<file path="src/hdl/cgup_consts.vh">
/*
  cgup_consts.vh: register offsets, field positions, reset values, source
  codes and timing counts for the clock generation block.
  assumes: included by the design files of the block, definitions only.
*/
`ifndef CGUP_CONSTS_VH
`define CGUP_CONSTS_VH

// register byte offsets on the apb bus
`define CGUP_ADDR_CTRL 8'h00
`define CGUP_ADDR_STATUS 8'h04
`define CGUP_ADDR_OUTSEL 8'h08
`define CGUP_ADDR_EVEN 8'h0C

// control register fields
`define CGUP_CTRL_PD 0
`define CGUP_CTRL_BYP 1
`define CGUP_CTRL_PSEL 2
`define CGUP_CTRL_P23 4
`define CGUP_CTRL_INSEL 5
`define CGUP_CTRL_FBM 8
`define CGUP_CTRL_RST 32'h00000401

// event enable fields: rise enables low, fall enables high
`define CGUP_EVEN_UP 0
`define CGUP_EVEN_DOWN 16
`define CGUP_EVEN_RST 32'h00000000

// source codes
`define CGUP_SRC_RING 3'h0
`define CGUP_SRC_XTAL 3'h1
`define CGUP_SRC_HOA 3'h2
`define CGUP_SRC_HOB 3'h3
`define CGUP_SRC_PLL 3'h4
`define CGUP_SRC_LAST 3'h6

// timing: slow control clock period and pclk period in ns
`define CGUP_SLOW_NS 2500
`define CGUP_PCLK_NS 8
`define CGUP_ACT_LIMIT 6'h20
`define CGUP_HOLD_CYC 3'h2
`define CGUP_LOCK_CONFIRM 3'h4
`define CGUP_LOCK_TOL 16'h0001

`endif

</file>
<file path="src/hdl/cgup_actdet.v">
/*
  cgup_actdet.v: activity detector for one clock source. syncs the source,
  watches its rising edges against slow control clock ticks, reports
  activity, stuck-high level and activity changes.
  assumes: slow_tick is a one-cycle pulse in the pclk domain.
*/
`timescale 1ns/100ps
`include "cgup_consts.vh"

module cgup_actdet (
  input wire pclk,
  input wire presetn,
  input wire src_clock,
  input wire slow_tick,
  output wire sync_level,
  output wire rise_seen,
  output reg active,
  output wire stuck_high,
  output reg went_active,
  output reg went_inactive
);
  reg s1;
  reg s2;
  reg s3;
  reg [5:0] idle_cnt;
  reg [5:0] high_cnt;

  assign sync_level = s2;
  assign rise_seen = s2 & ~s3;
  assign stuck_high = (high_cnt == `CGUP_ACT_LIMIT);

  // two-flop synchroniser and edge history
  always @(posedge pclk or negedge presetn) begin
    if (!presetn) begin
      s1 <= 1'b0;
      s2 <= 1'b0;
      s3 <= 1'b0;
    end else begin
      s1 <= src_clock;
      s2 <= s1;
      s3 <= s2;
    end
  end

  // activity: starts absent, edge restarts the slow count
  always @(posedge pclk or negedge presetn) begin
    if (!presetn) begin
      active <= 1'b0;
      idle_cnt <= 6'h00;
      went_active <= 1'b0;
      went_inactive <= 1'b0;
    end else begin
      went_active <= 1'b0;
      went_inactive <= 1'b0;
      if (rise_seen) begin
        idle_cnt <= 6'h00;
        active <= 1'b1;
        went_active <= ~active;
      end else if (slow_tick && active) begin
        if (idle_cnt == `CGUP_ACT_LIMIT - 6'h01) begin
          active <= 1'b0;
          idle_cnt <= 6'h00;
          went_inactive <= 1'b1;
        end else begin
          idle_cnt <= idle_cnt + 6'h01;
        end
      end
    end
  end

  // stuck-high count of slow ticks while the level stays high
  always @(posedge pclk or negedge presetn) begin
    if (!presetn) begin
      high_cnt <= 6'h00;
    end else if (!s2) begin
      high_cnt <= 6'h00;
    end else if (slow_tick && !stuck_high) begin
      high_cnt <= high_cnt + 6'h01;
    end
  end
endmodule

</file>
<file path="src/hdl/cgup_clock_gen.v">
/*
  cgup_clock_gen.v: clock generation unit top. activity detection on all
  sources, pll with post divider, bypass, lock detector and extra phases,
  glitch-free output generators, apb register slave.
  assumes: apb master on pclk; source clocks are asynchronous pins or
  internal pll outputs; handoff clocks come from the main generator.
*/
`timescale 1ns/100ps
`include "cgup_consts.vh"

module cgup_clock_gen #(
  parameter NOUT = 2
) (
  input wire pclk,
  input wire presetn,
  input wire [7:0] paddr,
  input wire psel,
  input wire penable,
  input wire pwrite,
  input wire [31:0] pwdata,
  output reg [31:0] prdata,
  output reg pready,
  output reg pslverr,
  input wire ring_oscillator,
  input wire crystal_input,
  output reg crystal_output,
  input wire handoff_base_clock_a,
  input wire handoff_base_clock_b,
  output wire [NOUT-1:0] base_clock_out,
  output reg pll_main_output,
  output reg pll_phase2_output,
  output reg pll_phase3_output,
  output reg pll_lock,
  output reg [6:0] src_activated,
  output reg [6:0] src_deactivated
);
  localparam NSRC = 7;
  localparam SLOW_DIV = `CGUP_SLOW_NS / `CGUP_PCLK_NS;
  localparam ST_RUN = 2'h0;
  localparam ST_DRAIN = 2'h1;
  localparam ST_HOLD = 2'h2;

  // control and configuration state
  reg pll_power_down;
  reg bypass;
  reg [1:0] post_sel;
  reg extra_phase_enable;
  reg [2:0] pll_in_cfg;
  reg [2:0] pll_in_cur;
  reg [7:0] fb_div;
  reg [3*NOUT-1:0] out_sel;
  reg [6:0] en_up;
  reg [6:0] en_down;
  reg [9:0] slow_cnt;
  reg slow_tick;
  reg [5:0] valid_cnt;
  reg presence_valid;
  reg controlled_oscillator;
  reg [5:0] mcnt;
  reg [5:0] p2cnt;
  reg [5:0] p3cnt;
  reg main_prev;
  reg [7:0] fb_cnt;
  reg fb_edge;
  reg [15:0] ref_per;
  reg [15:0] ref_meas;
  reg [15:0] fb_per;
  reg [2:0] lock_cnt;

  wire [NSRC-1:0] lvl;
  wire [NSRC-1:0] rise;
  wire [NSRC-1:0] source_presence_status;
  wire [NSRC-1:0] stuck;
  wire [NSRC-1:0] up;
  wire [NSRC-1:0] down;
  wire [NSRC-1:0] src_in;
  wire apb_setup;
  wire apb_write;
  wire [5:0] half;
  wire [5:0] full;
  wire [5:0] off1;
  wire [5:0] off2;
  wire [15:0] dlt;
  wire main_rise;

  assign src_in = {pll_phase3_output, pll_phase2_output, pll_main_output,
                   handoff_base_clock_b, handoff_base_clock_a,
                   crystal_input, ring_oscillator};
  assign apb_setup = psel & ~penable & ~pready;
  assign apb_write = psel & penable & pready & pwrite;

  // wraps a counter sum into one period
  function [5:0] wrap6;
    input [6:0] v;
    input [5:0] f;
    begin
      if (v >= {1'b0, f})
        wrap6 = v[5:0] - f;
      else
        wrap6 = v[5:0];
    end
  endfunction

  // slow control clock tick, derived from pclk
  always @(posedge pclk or negedge presetn) begin
    if (!presetn) begin
      slow_cnt <= 10'h000;
      slow_tick <= 1'b0;
    end else begin
      slow_tick <= (slow_cnt == SLOW_DIV[9:0] - 10'h001);
      if (slow_cnt == SLOW_DIV[9:0] - 10'h001)
        slow_cnt <= 10'h000;
      else
        slow_cnt <= slow_cnt + 10'h001;
    end
  end

  // presence status becomes valid after 32 slow ticks
  always @(posedge pclk or negedge presetn) begin
    if (!presetn) begin
      valid_cnt <= 6'h00;
      presence_valid <= 1'b0;
    end else if (slow_tick && !presence_valid) begin
      valid_cnt <= valid_cnt + 6'h01;
      presence_valid <= (valid_cnt == `CGUP_ACT_LIMIT - 6'h01);
    end
  end

  // one activity detector per source
  genvar i;
  generate
    for (i = 0; i < NSRC; i = i + 1) begin : det
      cgup_actdet u_det (
        .pclk(pclk),
        .presetn(presetn),
        .src_clock(src_in[i]),
        .slow_tick(slow_tick),
        .sync_level(lvl[i]),
        .rise_seen(rise[i]),
        .active(source_presence_status[i]),
        .stuck_high(stuck[i]),
        .went_active(up[i]),
        .went_inactive(down[i])
      );
    end
  endgenerate

  // activation and deactivation events, gated by enables
  always @(posedge pclk or negedge presetn) begin
    if (!presetn) begin
      src_activated <= 7'h00;
      src_deactivated <= 7'h00;
    end else begin
      src_activated <= up & en_up;
      src_deactivated <= down & en_down;
    end
  end

  // apb writes; select writes only land on present, valid sources
  integer k;
  always @(posedge pclk or negedge presetn) begin
    if (!presetn) begin
      pll_power_down <= 1'b1;
      bypass <= 1'b0;
      post_sel <= 2'h0;
      extra_phase_enable <= 1'b0;
      pll_in_cfg <= `CGUP_SRC_RING;
      fb_div <= 8'h04;
      out_sel <= {(3*NOUT){1'b0}};
      en_up <= 7'h00;
      en_down <= 7'h00;
    end else if (apb_write) begin
      if (paddr == `CGUP_ADDR_CTRL) begin
        pll_power_down <= pwdata[`CGUP_CTRL_PD];
        bypass <= pwdata[`CGUP_CTRL_BYP];
        post_sel <= pwdata[`CGUP_CTRL_PSEL +: 2];
        extra_phase_enable <= pwdata[`CGUP_CTRL_P23];
        fb_div <= pwdata[`CGUP_CTRL_FBM +: 8];
        if (pwdata[`CGUP_CTRL_INSEL +: 3] <= `CGUP_SRC_HOB &&
            source_presence_status[pwdata[`CGUP_CTRL_INSEL +: 3]])
          pll_in_cfg <= pwdata[`CGUP_CTRL_INSEL +: 3];
      end
      if (paddr == `CGUP_ADDR_OUTSEL) begin
        for (k = 0; k < NOUT; k = k + 1) begin
          if (pwdata[3*k +: 3] <= `CGUP_SRC_LAST &&
              source_presence_status[pwdata[3*k +: 3]])
            out_sel[3*k +: 3] <= pwdata[3*k +: 3];
        end
      end
      if (paddr == `CGUP_ADDR_EVEN) begin
        en_up <= pwdata[`CGUP_EVEN_UP +: 7];
        en_down <= pwdata[`CGUP_EVEN_DOWN +: 7];
      end
    end
  end

  // apb answer: one access cycle, read data and error registered
  always @(posedge pclk or negedge presetn) begin
    if (!presetn) begin
      prdata <= 32'h00000000;
      pready <= 1'b0;
      pslverr <= 1'b0;
    end else begin
      pready <= apb_setup;
      pslverr <= 1'b0;
      prdata <= 32'h00000000;
      if (apb_setup) begin
        case (paddr)
          `CGUP_ADDR_CTRL:
            prdata <= {16'h0000, fb_div, pll_in_cfg, extra_phase_enable,
                       post_sel, bypass, pll_power_down};
          `CGUP_ADDR_STATUS:
            prdata <= {17'h00000, source_presence_status, 6'h00,
                       presence_valid, pll_lock};
          `CGUP_ADDR_OUTSEL:
            prdata <= {{(32-3*NOUT){1'b0}}, out_sel};
          `CGUP_ADDR_EVEN:
            prdata <= {9'h000, en_down, 9'h000, en_up};
          default:
            pslverr <= 1'b1;
        endcase
      end
    end
  end

  // crystal driver
  always @(posedge pclk or negedge presetn) begin
    if (!presetn)
      crystal_output <= 1'b0;
    else
      crystal_output <= ~lvl[`CGUP_SRC_XTAL];
  end

  // pll input switch: change only while the old reference is low
  always @(posedge pclk or negedge presetn) begin
    if (!presetn)
      pll_in_cur <= `CGUP_SRC_RING;
    else if (pll_in_cur != pll_in_cfg && !lvl[pll_in_cur])
      pll_in_cur <= pll_in_cfg;
  end

  // divider periods in pclk cycles; bypass makes period two
  assign half = bypass ? 6'h01 : (6'h02 << post_sel);
  assign full = {half[4:0], 1'b0};
  assign off1 = full / 6'h03;
  assign off2 = {off1[4:0], 1'b0};

  // oscillator and post dividers; power-down holds all in reset
  always @(posedge pclk or negedge presetn) begin
    if (!presetn) begin
      controlled_oscillator <= 1'b0;
      mcnt <= 6'h00;
      p2cnt <= 6'h00;
      p3cnt <= 6'h00;
      pll_main_output <= 1'b0;
      pll_phase2_output <= 1'b0;
      pll_phase3_output <= 1'b0;
    end else if (pll_power_down) begin
      controlled_oscillator <= 1'b0;
      mcnt <= 6'h00;
      p2cnt <= 6'h00;
      p3cnt <= 6'h00;
      pll_main_output <= 1'b0;
      pll_phase2_output <= 1'b0;
      pll_phase3_output <= 1'b0;
    end else begin
      controlled_oscillator <= ~controlled_oscillator;
      mcnt <= (mcnt >= full - 6'h01) ? 6'h00 : mcnt + 6'h01;
      pll_main_output <= bypass ? controlled_oscillator : (mcnt < half);
      if (!extra_phase_enable) begin
        p2cnt <= 6'h00;
        p3cnt <= 6'h00;
      end else if (pll_lock) begin
        p2cnt <= wrap6({1'b0, mcnt} + {1'b0, off2} + 7'h01, full);
        p3cnt <= wrap6({1'b0, mcnt} + {1'b0, off1} + 7'h01, full);
      end else begin
        p2cnt <= (p2cnt >= full - 6'h01) ? 6'h00 : p2cnt + 6'h01;
        p3cnt <= (p3cnt >= full - 6'h01) ? 6'h00 : p3cnt + 6'h01;
      end
      pll_phase2_output <= extra_phase_enable & (p2cnt < half);
      pll_phase3_output <= extra_phase_enable & (p3cnt < half);
    end
  end

  // feedback divider by m on main output rises
  assign main_rise = pll_main_output & ~main_prev;
  always @(posedge pclk or negedge presetn) begin
    if (!presetn) begin
      main_prev <= 1'b0;
      fb_cnt <= 8'h00;
      fb_edge <= 1'b0;
    end else begin
      main_prev <= pll_main_output;
      fb_edge <= 1'b0;
      if (pll_power_down) begin
        fb_cnt <= 8'h00;
      end else if (main_rise) begin
        if ({1'b0, fb_cnt} + 9'h001 >= {1'b0, fb_div}) begin
          fb_cnt <= 8'h00;
          fb_edge <= 1'b1;
        end else begin
          fb_cnt <= fb_cnt + 8'h01;
        end
      end
    end
  end

  // lock detector: compares reference and feedback periods
  assign dlt = (fb_per > ref_meas) ? fb_per - ref_meas : ref_meas - fb_per;
  always @(posedge pclk or negedge presetn) begin
    if (!presetn) begin
      ref_per <= 16'h0000;
      ref_meas <= 16'h0000;
      fb_per <= 16'h0000;
      lock_cnt <= 3'h0;
      pll_lock <= 1'b0;
    end else begin
      if (rise[pll_in_cur]) begin
        ref_meas <= ref_per;
        ref_per <= 16'h0001;
      end else if (ref_per != 16'hFFFF) begin
        ref_per <= ref_per + 16'h0001;
      end
      if (fb_edge)
        fb_per <= 16'h0001;
      else if (fb_per != 16'hFFFF)
        fb_per <= fb_per + 16'h0001;
      if (pll_power_down || pll_in_cur != pll_in_cfg ||
          !source_presence_status[pll_in_cur])
        lock_cnt <= 3'h0;
      else if (fb_edge && dlt > `CGUP_LOCK_TOL)
        lock_cnt <= 3'h0;
      else if (fb_edge && lock_cnt != `CGUP_LOCK_CONFIRM)
        lock_cnt <= lock_cnt + 3'h1;
      pll_lock <= ~pll_power_down &
                  (lock_cnt == `CGUP_LOCK_CONFIRM);
    end
  end

  // glitch-free output generators
  genvar g;
  generate
    for (g = 0; g < NOUT; g = g + 1) begin : outg
      reg [1:0] st;
      reg [2:0] cur;
      reg [2:0] hcnt;
      reg o;
      wire [2:0] want;
      wire is_pll;
      assign want = out_sel[3*g +: 3];
      assign is_pll = (cur >= `CGUP_SRC_PLL);
      assign base_clock_out[g] = o;

      // run, drain old source to low, hold low, start on new source
      always @(posedge pclk or negedge presetn) begin
        if (!presetn) begin
          st <= ST_RUN;
          cur <= `CGUP_SRC_RING;
          hcnt <= 3'h0;
          o <= 1'b0;
        end else begin
          case (st)
            ST_RUN: begin
              o <= lvl[cur] & ~stuck[cur];
              if (want != cur)
                st <= ST_DRAIN;
            end
            ST_DRAIN: begin
              if (!lvl[cur] || stuck[cur]) begin
                o <= 1'b0;
                cur <= want;
                hcnt <= 3'h0;
                st <= ST_HOLD;
              end else begin
                o <= lvl[cur];
              end
            end
            ST_HOLD: begin
              o <= 1'b0;
              if (hcnt != `CGUP_HOLD_CYC)
                hcnt <= hcnt + 3'h1;
              else if ((!is_pll || pll_lock) && !lvl[cur])
                st <= ST_RUN;
            end
            default: begin
              st <= ST_RUN;
              o <= 1'b0;
            end
          endcase
        end
      end
    end
  endgenerate
endmodule

</file>
<file path="config.mk">
export PLATFORM = sky130hd
export DESIGN_NAME = cgup_clock_gen
export DESIGN_NICKNAME = d
export VERILOG_FILES = /design/src/hdl/cgup_actdet.v /design/src/hdl/cgup_clock_gen.v
export VERILOG_INCLUDE_DIRS = /design/src /design/src/hdl
export SDC_FILE = /design/constraint.sdc
export NUM_CORES = 1
export LEC_CHECK = 0
export ABC_AREA = 1
export BUFFER_PORTS_ARGS = -buffer_cell sky130_fd_sc_hd__clkbuf_2
export CORE_MARGIN = 2
export CORE_UTILIZATION = 32
export CTS_CLUSTER_DIAMETER = 100
export DETAILED_ROUTE_END_ITERATION = 10
export PLACE_DENSITY = 0.44
export RECOVER_POWER = 25
export SLEW_MARGIN = 20
export SYNTH_ARGS = -nofsm -noshare
export SYNTH_HDL_FRONTEND = slang
export SYNTH_SLANG_ARGS = --single-unit
</file>
<file path="constraint.sdc">
create_clock -name pclk -period 4.92 [get_ports pclk]
set_input_delay 0.246 -clock pclk [delete_from_list [all_inputs] [get_ports pclk]]
set_output_delay 0.246 -clock pclk [all_outputs]
set_load 0.02 [all_outputs]
</file>
# Word level (Yosys, flattened, before mapping)
# Cells that the tools add are included.
# word_totals
register_bits	333
elab_cells	495
# classes
eq_ne	49
n_mux	161
n_div	1
n_lt_le_gt_ge	22
n_addsub	35
shifts	1
n_reduce_logical	85
n_bitwise	42
# ops
cell	count
6-bit 2-to-1 mux	48
6-bit by 1-bit adder with 6-bit output, second input constant	18
23-bit one-hot mux with 4 select lines	1
16-bit 2-to-1 mux	5
1-bit 2-to-1 mux	71
6-bit by 5-bit equality test with 1-bit output, second input constant	8
6-bit equality test, second input constant	7
2-bit nonzero test	19
2-bit != test, second input constant	17
16-bit by 1-bit adder with 16-bit output, second input constant	2
16-bit != test, second input constant	2
16-bit subtractor	2
1-bit binary-select mux with 3-bit select	10
3-bit by 4-bit less-than comparator with 1-bit output, second input constant	6
8-bit 2-to-1 mux	3
1-bit logical AND	23
23-bit 2-to-1 mux	1
1-bit NOT	22
2-bit AND reduction	11
3-bit 2-to-1 mux	7
1-bit AND	18
6-bit greater-or-equal comparator	3
6-bit less-than comparator	3
8-bit by 4-bit equality test with 1-bit output, second input constant	2
other kinds (39)	87

# Logic depth before layout (Yosys ltp)
# logic_depth
ltp_word	10
depth_mapped	25
mapped_depth_nobuf	25

# Hierarchy
# Synthesis repeated with hierarchy kept, for this count alone.
# hier_totals
hier_cells	2418
area_unflattened_um2	19148.4
# modules_own_cells
module	cells_each	area_per_inst_um2	seq_area_each_um2	n_inst
cgup_clock_gen	1704	12929.9	4982.3	1
cgup_actdet	102	888.4	450.4	7

# Worst setup path before layout
# No wires, ideal clock.
# synth_path
path_type	flip-flop to flip-flop
start	reg bypass
end	reg p2cnt[1]
period_less_slack_ps	3692
setup_slack_ps	1228
stages_incl_launch_ff	24
arrival_time_ps	3579
cell_sequence	dfrtp_1 -> nor2_1 -> nand2_1 -> inv_1 -> ha_1 -> inv_1 -> nand2_1 -> nand2_1 -> o211ai_1 -> ha_1 -> nand2_1 -> nor2_1 -> a211oi_1 -> xor2_1 -> inv_1 -> ha_1 -> a311oi_1 -> nand2_1 -> a21oi_1 -> nand2_1 -> o21ai_0 -> nand2_1 -> nand2_1 -> inv_1
# synth_between
elab_chain_len	9
# synth_rtl
item	line	source
start, declared	cgup_clock_gen.v:45	reg bypass;
start signal, assigned	cgup_clock_gen.v:175	bypass <= pwdata[`CGUP_CTRL_BYP];
6-bit 2-to-1 mux *	cgup_clock_gen.v:243	assign half = bypass ? 6'h01 : (6'h02 << post_sel);
6-bit by 2-bit divider with 6-bit output	cgup_clock_gen.v:245	assign off1 = full / 6'h03;
6-bit by 6-bit adder with 7-bit output	cgup_clock_gen.v:274	p2cnt <= wrap6({1'b0, mcnt} + {1'b0, off2} + 7'h01, full);
7-bit by 1-bit adder with 7-bit output	cgup_clock_gen.v:274	
6-bit subtractor or 7-bit by 6-bit greater-or-equal comparator with 1-bit output (tied branches)	cgup_clock_gen.v:98, cgup_clock_gen.v:97	
6-bit 2-to-1 mux	cgup_clock_gen.v:97	if (v >= {1'b0, f})
6-bit 2-to-1 mux *	cgup_clock_gen.v:273	end else if (pll_lock) begin
6-bit 2-to-1 mux *	cgup_clock_gen.v:270	if (!extra_phase_enable) begin
6-bit 2-to-1 mux *	cgup_clock_gen.v:258	end else if (pll_power_down) begin
end signal, assigned	cgup_clock_gen.v:274	
end signal, assigned	cgup_clock_gen.v:277	p2cnt <= (p2cnt >= full - 6'h01) ? 6'h00 : p2cnt + 6'h01;
end, declared	cgup_clock_gen.v:60	reg [5:0] p2cnt;
# Mark *: on every way between the ends. The rest lies on a longest branch, timed or not.
# A chain may end at the register's enable or synchronous reset.

# Worst setup path after layout
# Ends and elaborated chain as after synthesis.

==> impl_metrics.json <==
{
  "run_status": "complete, but fails checks",
  "failed_checks": "capacitance limit, slew limit",
  "drt-vias-per-instance": 4.746,
  "grt_max_degree": 119,
  "rsz0062_at_grt": "false",
  "synth-main-ff-cell": "dfrtp_1",
  "postCtsHoldBufs": 23,
  "ports": 104,
  "grt_pass1_wl_mm": 80.92,
  "final.period_utilization_pct": 89.58,
  "first_element_of_the_critical_path": "bypass",
  "design.core.area_um2": 57370,
  "number_of_synthesized_register_bits": 324,
  "crit_path_end_kind": "register",
  "critical_r2r_capture": "p2cnt[1]",
  "p_per_area_nw_per_um2": 317.6,
  "antenna_violating_nets_post_route": 0,
  "timing.rr.start": "bypass",
  "timing_hold_violations_final": 0,
  "rows": 88,
  "numCtsBuffers": 40,
  "ctsHtreeMaxLevel": 2,
  "vias_in_the_first_global_route": 15020,
  "cts_resized": 0,
  "cellLeakagePower_uw": 0.01052,
  "finClkSkew_ps": 33.10,
  "number_of_enable_flip_flop_cells_after_synthesis": 0,
  "timing_max_transition_violations_final": 120,
  "worst_slew_pin_slew_ps": 2241,
  "clock_tree.buffer_depth": 3,
  "port-buffer-count": 85,
  "yosysWarnings": 0,
  "cts_tree": "yes",
  "vias": 15270,
  "die_x_um": 244.4,
  "power_uw": 6768,
  "final.hold.worst_slack_ps": 42.24,
  "drt-initial-drc-count": 846,
  "dieArea_um2": 59710,
  "critical_path.endpoint": "p2cnt[1]",
  "peak_supply_drop_mv": 0.1951,
  "dpl_worst_slack_ps": 559.9,
  "worst-endpoint-required_ps": 5370,
  "layout_min_cycle_time_ps": 4407,
  "num-nets-final": 2601,
  "drt-total-wl_mm": 49.89,
  "area_share_of_the_largest_cell_type_after_synthesis_pct": 43.59,
  "ff2ff_path_depth": 23,
  "clk_transition_reported_paths_ps": 60,
  "grt_antenna_before_repair": 1,
  "critPathMaxFanout": 8,
  "reg2reg_slack_ps": 510,
  "final.fill_count": 5964,
  "synthesis.area_um2": 18490,
  "area.growth.synth_to_final_pct": 15.26,
  "final_critical_path_setup_slack_ps": 512.6,
  "max_freq_mhz": 226.9,
  "final-setup-viol-count": 0,
  "clock-sinks": 324,
  "critical_path_arrival_ps": 4850,
  "gp_congestion": 0.8337,
  "drv.max_cap_violation_count": 2,
  "tns_ps": 0,
  "initial_cell_density_of_the_core_pct": 32.23,
  "routedWlPerCell_um": 15.50,
  "ys_top_cells_by_area": "dfrtp_1 44%, nand2_1 9.3%, ha_1 8.3%, inv_1 7.5%, o21ai_0 4.5%",
  "synth.lib_cells_used.distinct": 60,
  "grtUsageTotal_pct": 16.93,
  "synthCells": 2292,
  "drc": 0,
  "post_cts.repair.setup_buffers": 0,
  "place.detailed.hpwl_mm": 37.95,
  "path_class_of_the_lowest_slack_min_delay_path": "input pin to register",
  "max-slew-margin-rel_pct": -49.41,
  "die_h_um": 244.4,
  "clk_latency_ps": 570,
  "cts_root_buf": "clkbuf_16",
  "crit_type": "register to register",
  "syn_area_per_cell_um2": 8.066,
  "globalRouteOverflowTotal": 0,
  "yosysTopAreaCell": "dfrtp_1",
  "startpoint_type": "register",
  "drt_pass1_iterations": 5,
  "drive_above_1_share_pct": 6.770,
  "synth_seq_area_share_pct": 43.87,
  "async_flop_share_pct": 100.0
}
[cells in the final DEF, fill, tap and decap left out, types with 5 or more instances in the layout]
cell type,Yosys,layout
a211oi_1,16,16
a21o_1,6,6
a21oi_1,135,135
a221oi_1,7,7
a31oi_1,7,7
and3_1,7,7
buf_4,15,6
clkbuf_1,14,45
clkbuf_16,0,40
clkbuf_2,0,51
clkbuf_8,0,15
conb_1,2,14
dfrtp_1,322,322
dlygate4sd3_1,0,23
fa_1,6,6
ha_1,123,123
inv_1,371,371
inv_2,5,5
mux2_4,6,6
nand2_1,460,460
nand2_2,9,9
nand3_1,125,125
nand3b_1,7,7
nand4_1,31,31
nor2_1,196,197
nor2_2,6,5
nor3_1,76,77
nor4_1,10,10
o211ai_1,10,10
o21a_1,8,8
o21ai_0,166,166
o22ai_1,11,11
or2_2,5,5
xnor2_1,18,18
xor2_1,43,43
[sequential cells by signal (all words and copies together), names as in the netlist, 7 cells and up]
name	cells
det.u_det.high_cnt	42
det.u_det.idle_cnt	42
prdata	23
fb_per	16
ref_meas	16
ref_per	16
slow_cnt	10
fb_cnt	8
fb_div	8
det.u_det.active	7
det.u_det.s1	7
det.u_det.s3	7
det.u_det.sync_level	7
det.u_det.went_active	7
det.u_det.went_inactive	7
en_down	7
en_up	7
src_activated	7
src_deactivated	7
[logic make-up after synthesis]
group,after synthesis,share of synthesized area (%)
AO/OA/AOI/OAI,403,12.43
XOR/XNOR,61,2.890
adder cells (fa/ha/maj),129,8.975
buffers and inverters,418,8.941
flip-flops,324,43.87
multiplexers,8,0.6091
other,2,0.04062
AND/OR/NAND/NOR,947,22.24
[critical path, cell delays in order, from the launching register on]
cell      delay [ps]
dfrtp_1          560
inv_1            220
nand2_1          250
nor2_1           110
ha_1             190
inv_1             80
nand2_1          110
nand2_1           80
o211ai_1         140
ha_1             330
nand2_1           80
nor2_1            40
a211oi_1         310
xor2_1           190
inv_1             80
ha_1             330
a311oi_1         270
nand2_1          120
a21oi_1          440
nand2_1           80
o21ai_0           90
nand2_1           70
nand2_1           80
inv_1             40
[stage by stage]
| stage | cell area (um^2) | instances | util, % |
|---|---|---|---|
| after floorplan | 18530 | 2304 | - |
| after global placement | 19770 | 3123 | 34.47 |
| after detailed placement | 19770 | 3123 | 34.47 |
| after CTS | 21380 | 3217 | 37.26 |
| after global routing | 21300 | 3217 | 37.14 |
| final | 21310 | 3218 | 37.14 |
[layout make-up]
| cell class | instances | area [um^2] | area share, % |
|---|---|---|---|
| clock buffers | 63 | 1237 | 5.808 |
| repair buffers | 118 | 689.4 | 3.236 |
| inverters | 377 | 1415 | 6.642 |
| diodes | 1 | 2.502 | 0.01174 |
| flip-flops and latches | 324 | 8110 | 38.06 |
| well taps | 765 | 957.2 | 4.492 |
| multi-input cells | 1562 | 8761 | 41.12 |
| clock inverters | 8 | 133.9 | 0.6283 |
[synth_stat cells (all sizes together) (4+ instances only)]
master and n:
nand2 470, inv 376, dfrtp 322, nor2 204, o21ai 170, a21oi 137
nand3 125, ha 123, nor3 78, xor2 43, nand4 34, buf 27
xnor2 18, a211oi 16, clkbuf 14, nor4 11, o22ai 11, o211ai 10
mux2 8, o21a 8, a221oi 7, a31oi 7, and3 7, nand3b 7
a21o 6, fa 6, or2 6, a32o 4, nor3b 4, o21bai 4
o221ai 4
[per-layer routing]
metal	up-vias	GRT usage, %	routed length (um)	part of all wire [%]
met5	-	0	11	0.022
met4	2	4.896	1329	2.7
met3	79	2.722	1904	3.8
met2	254	26.11	21590	43
met1	7181	24.38	25050	50
li1	7756	-	-	-
[worst min path at each step]
stage,cells after the start,end,from,slack [ps]
finish,2,out_sel[1],pwdata[1],40
global route,2,out_sel[1],pwdata[1],40
CTS,3,pll_power_down,pwdata[0],7
detailed placement,1,det[6].u_det.high_cnt[1],presetn,300
global placement,1,det[6].u_det.high_cnt[0],presetn,310
floorplan,0,bypass,presetn,-50
[report_power, final]
part | leakage [uW] | internal, uW | switching, uW
registers | 0.00436 | 2760 | 92.2
logic | 0.00549 | 278 | 591
clock network | 0.000676 | 1880 | 1170
total | 0.0105 | 4920 | 1850
(Power assumes the default switching activity.)
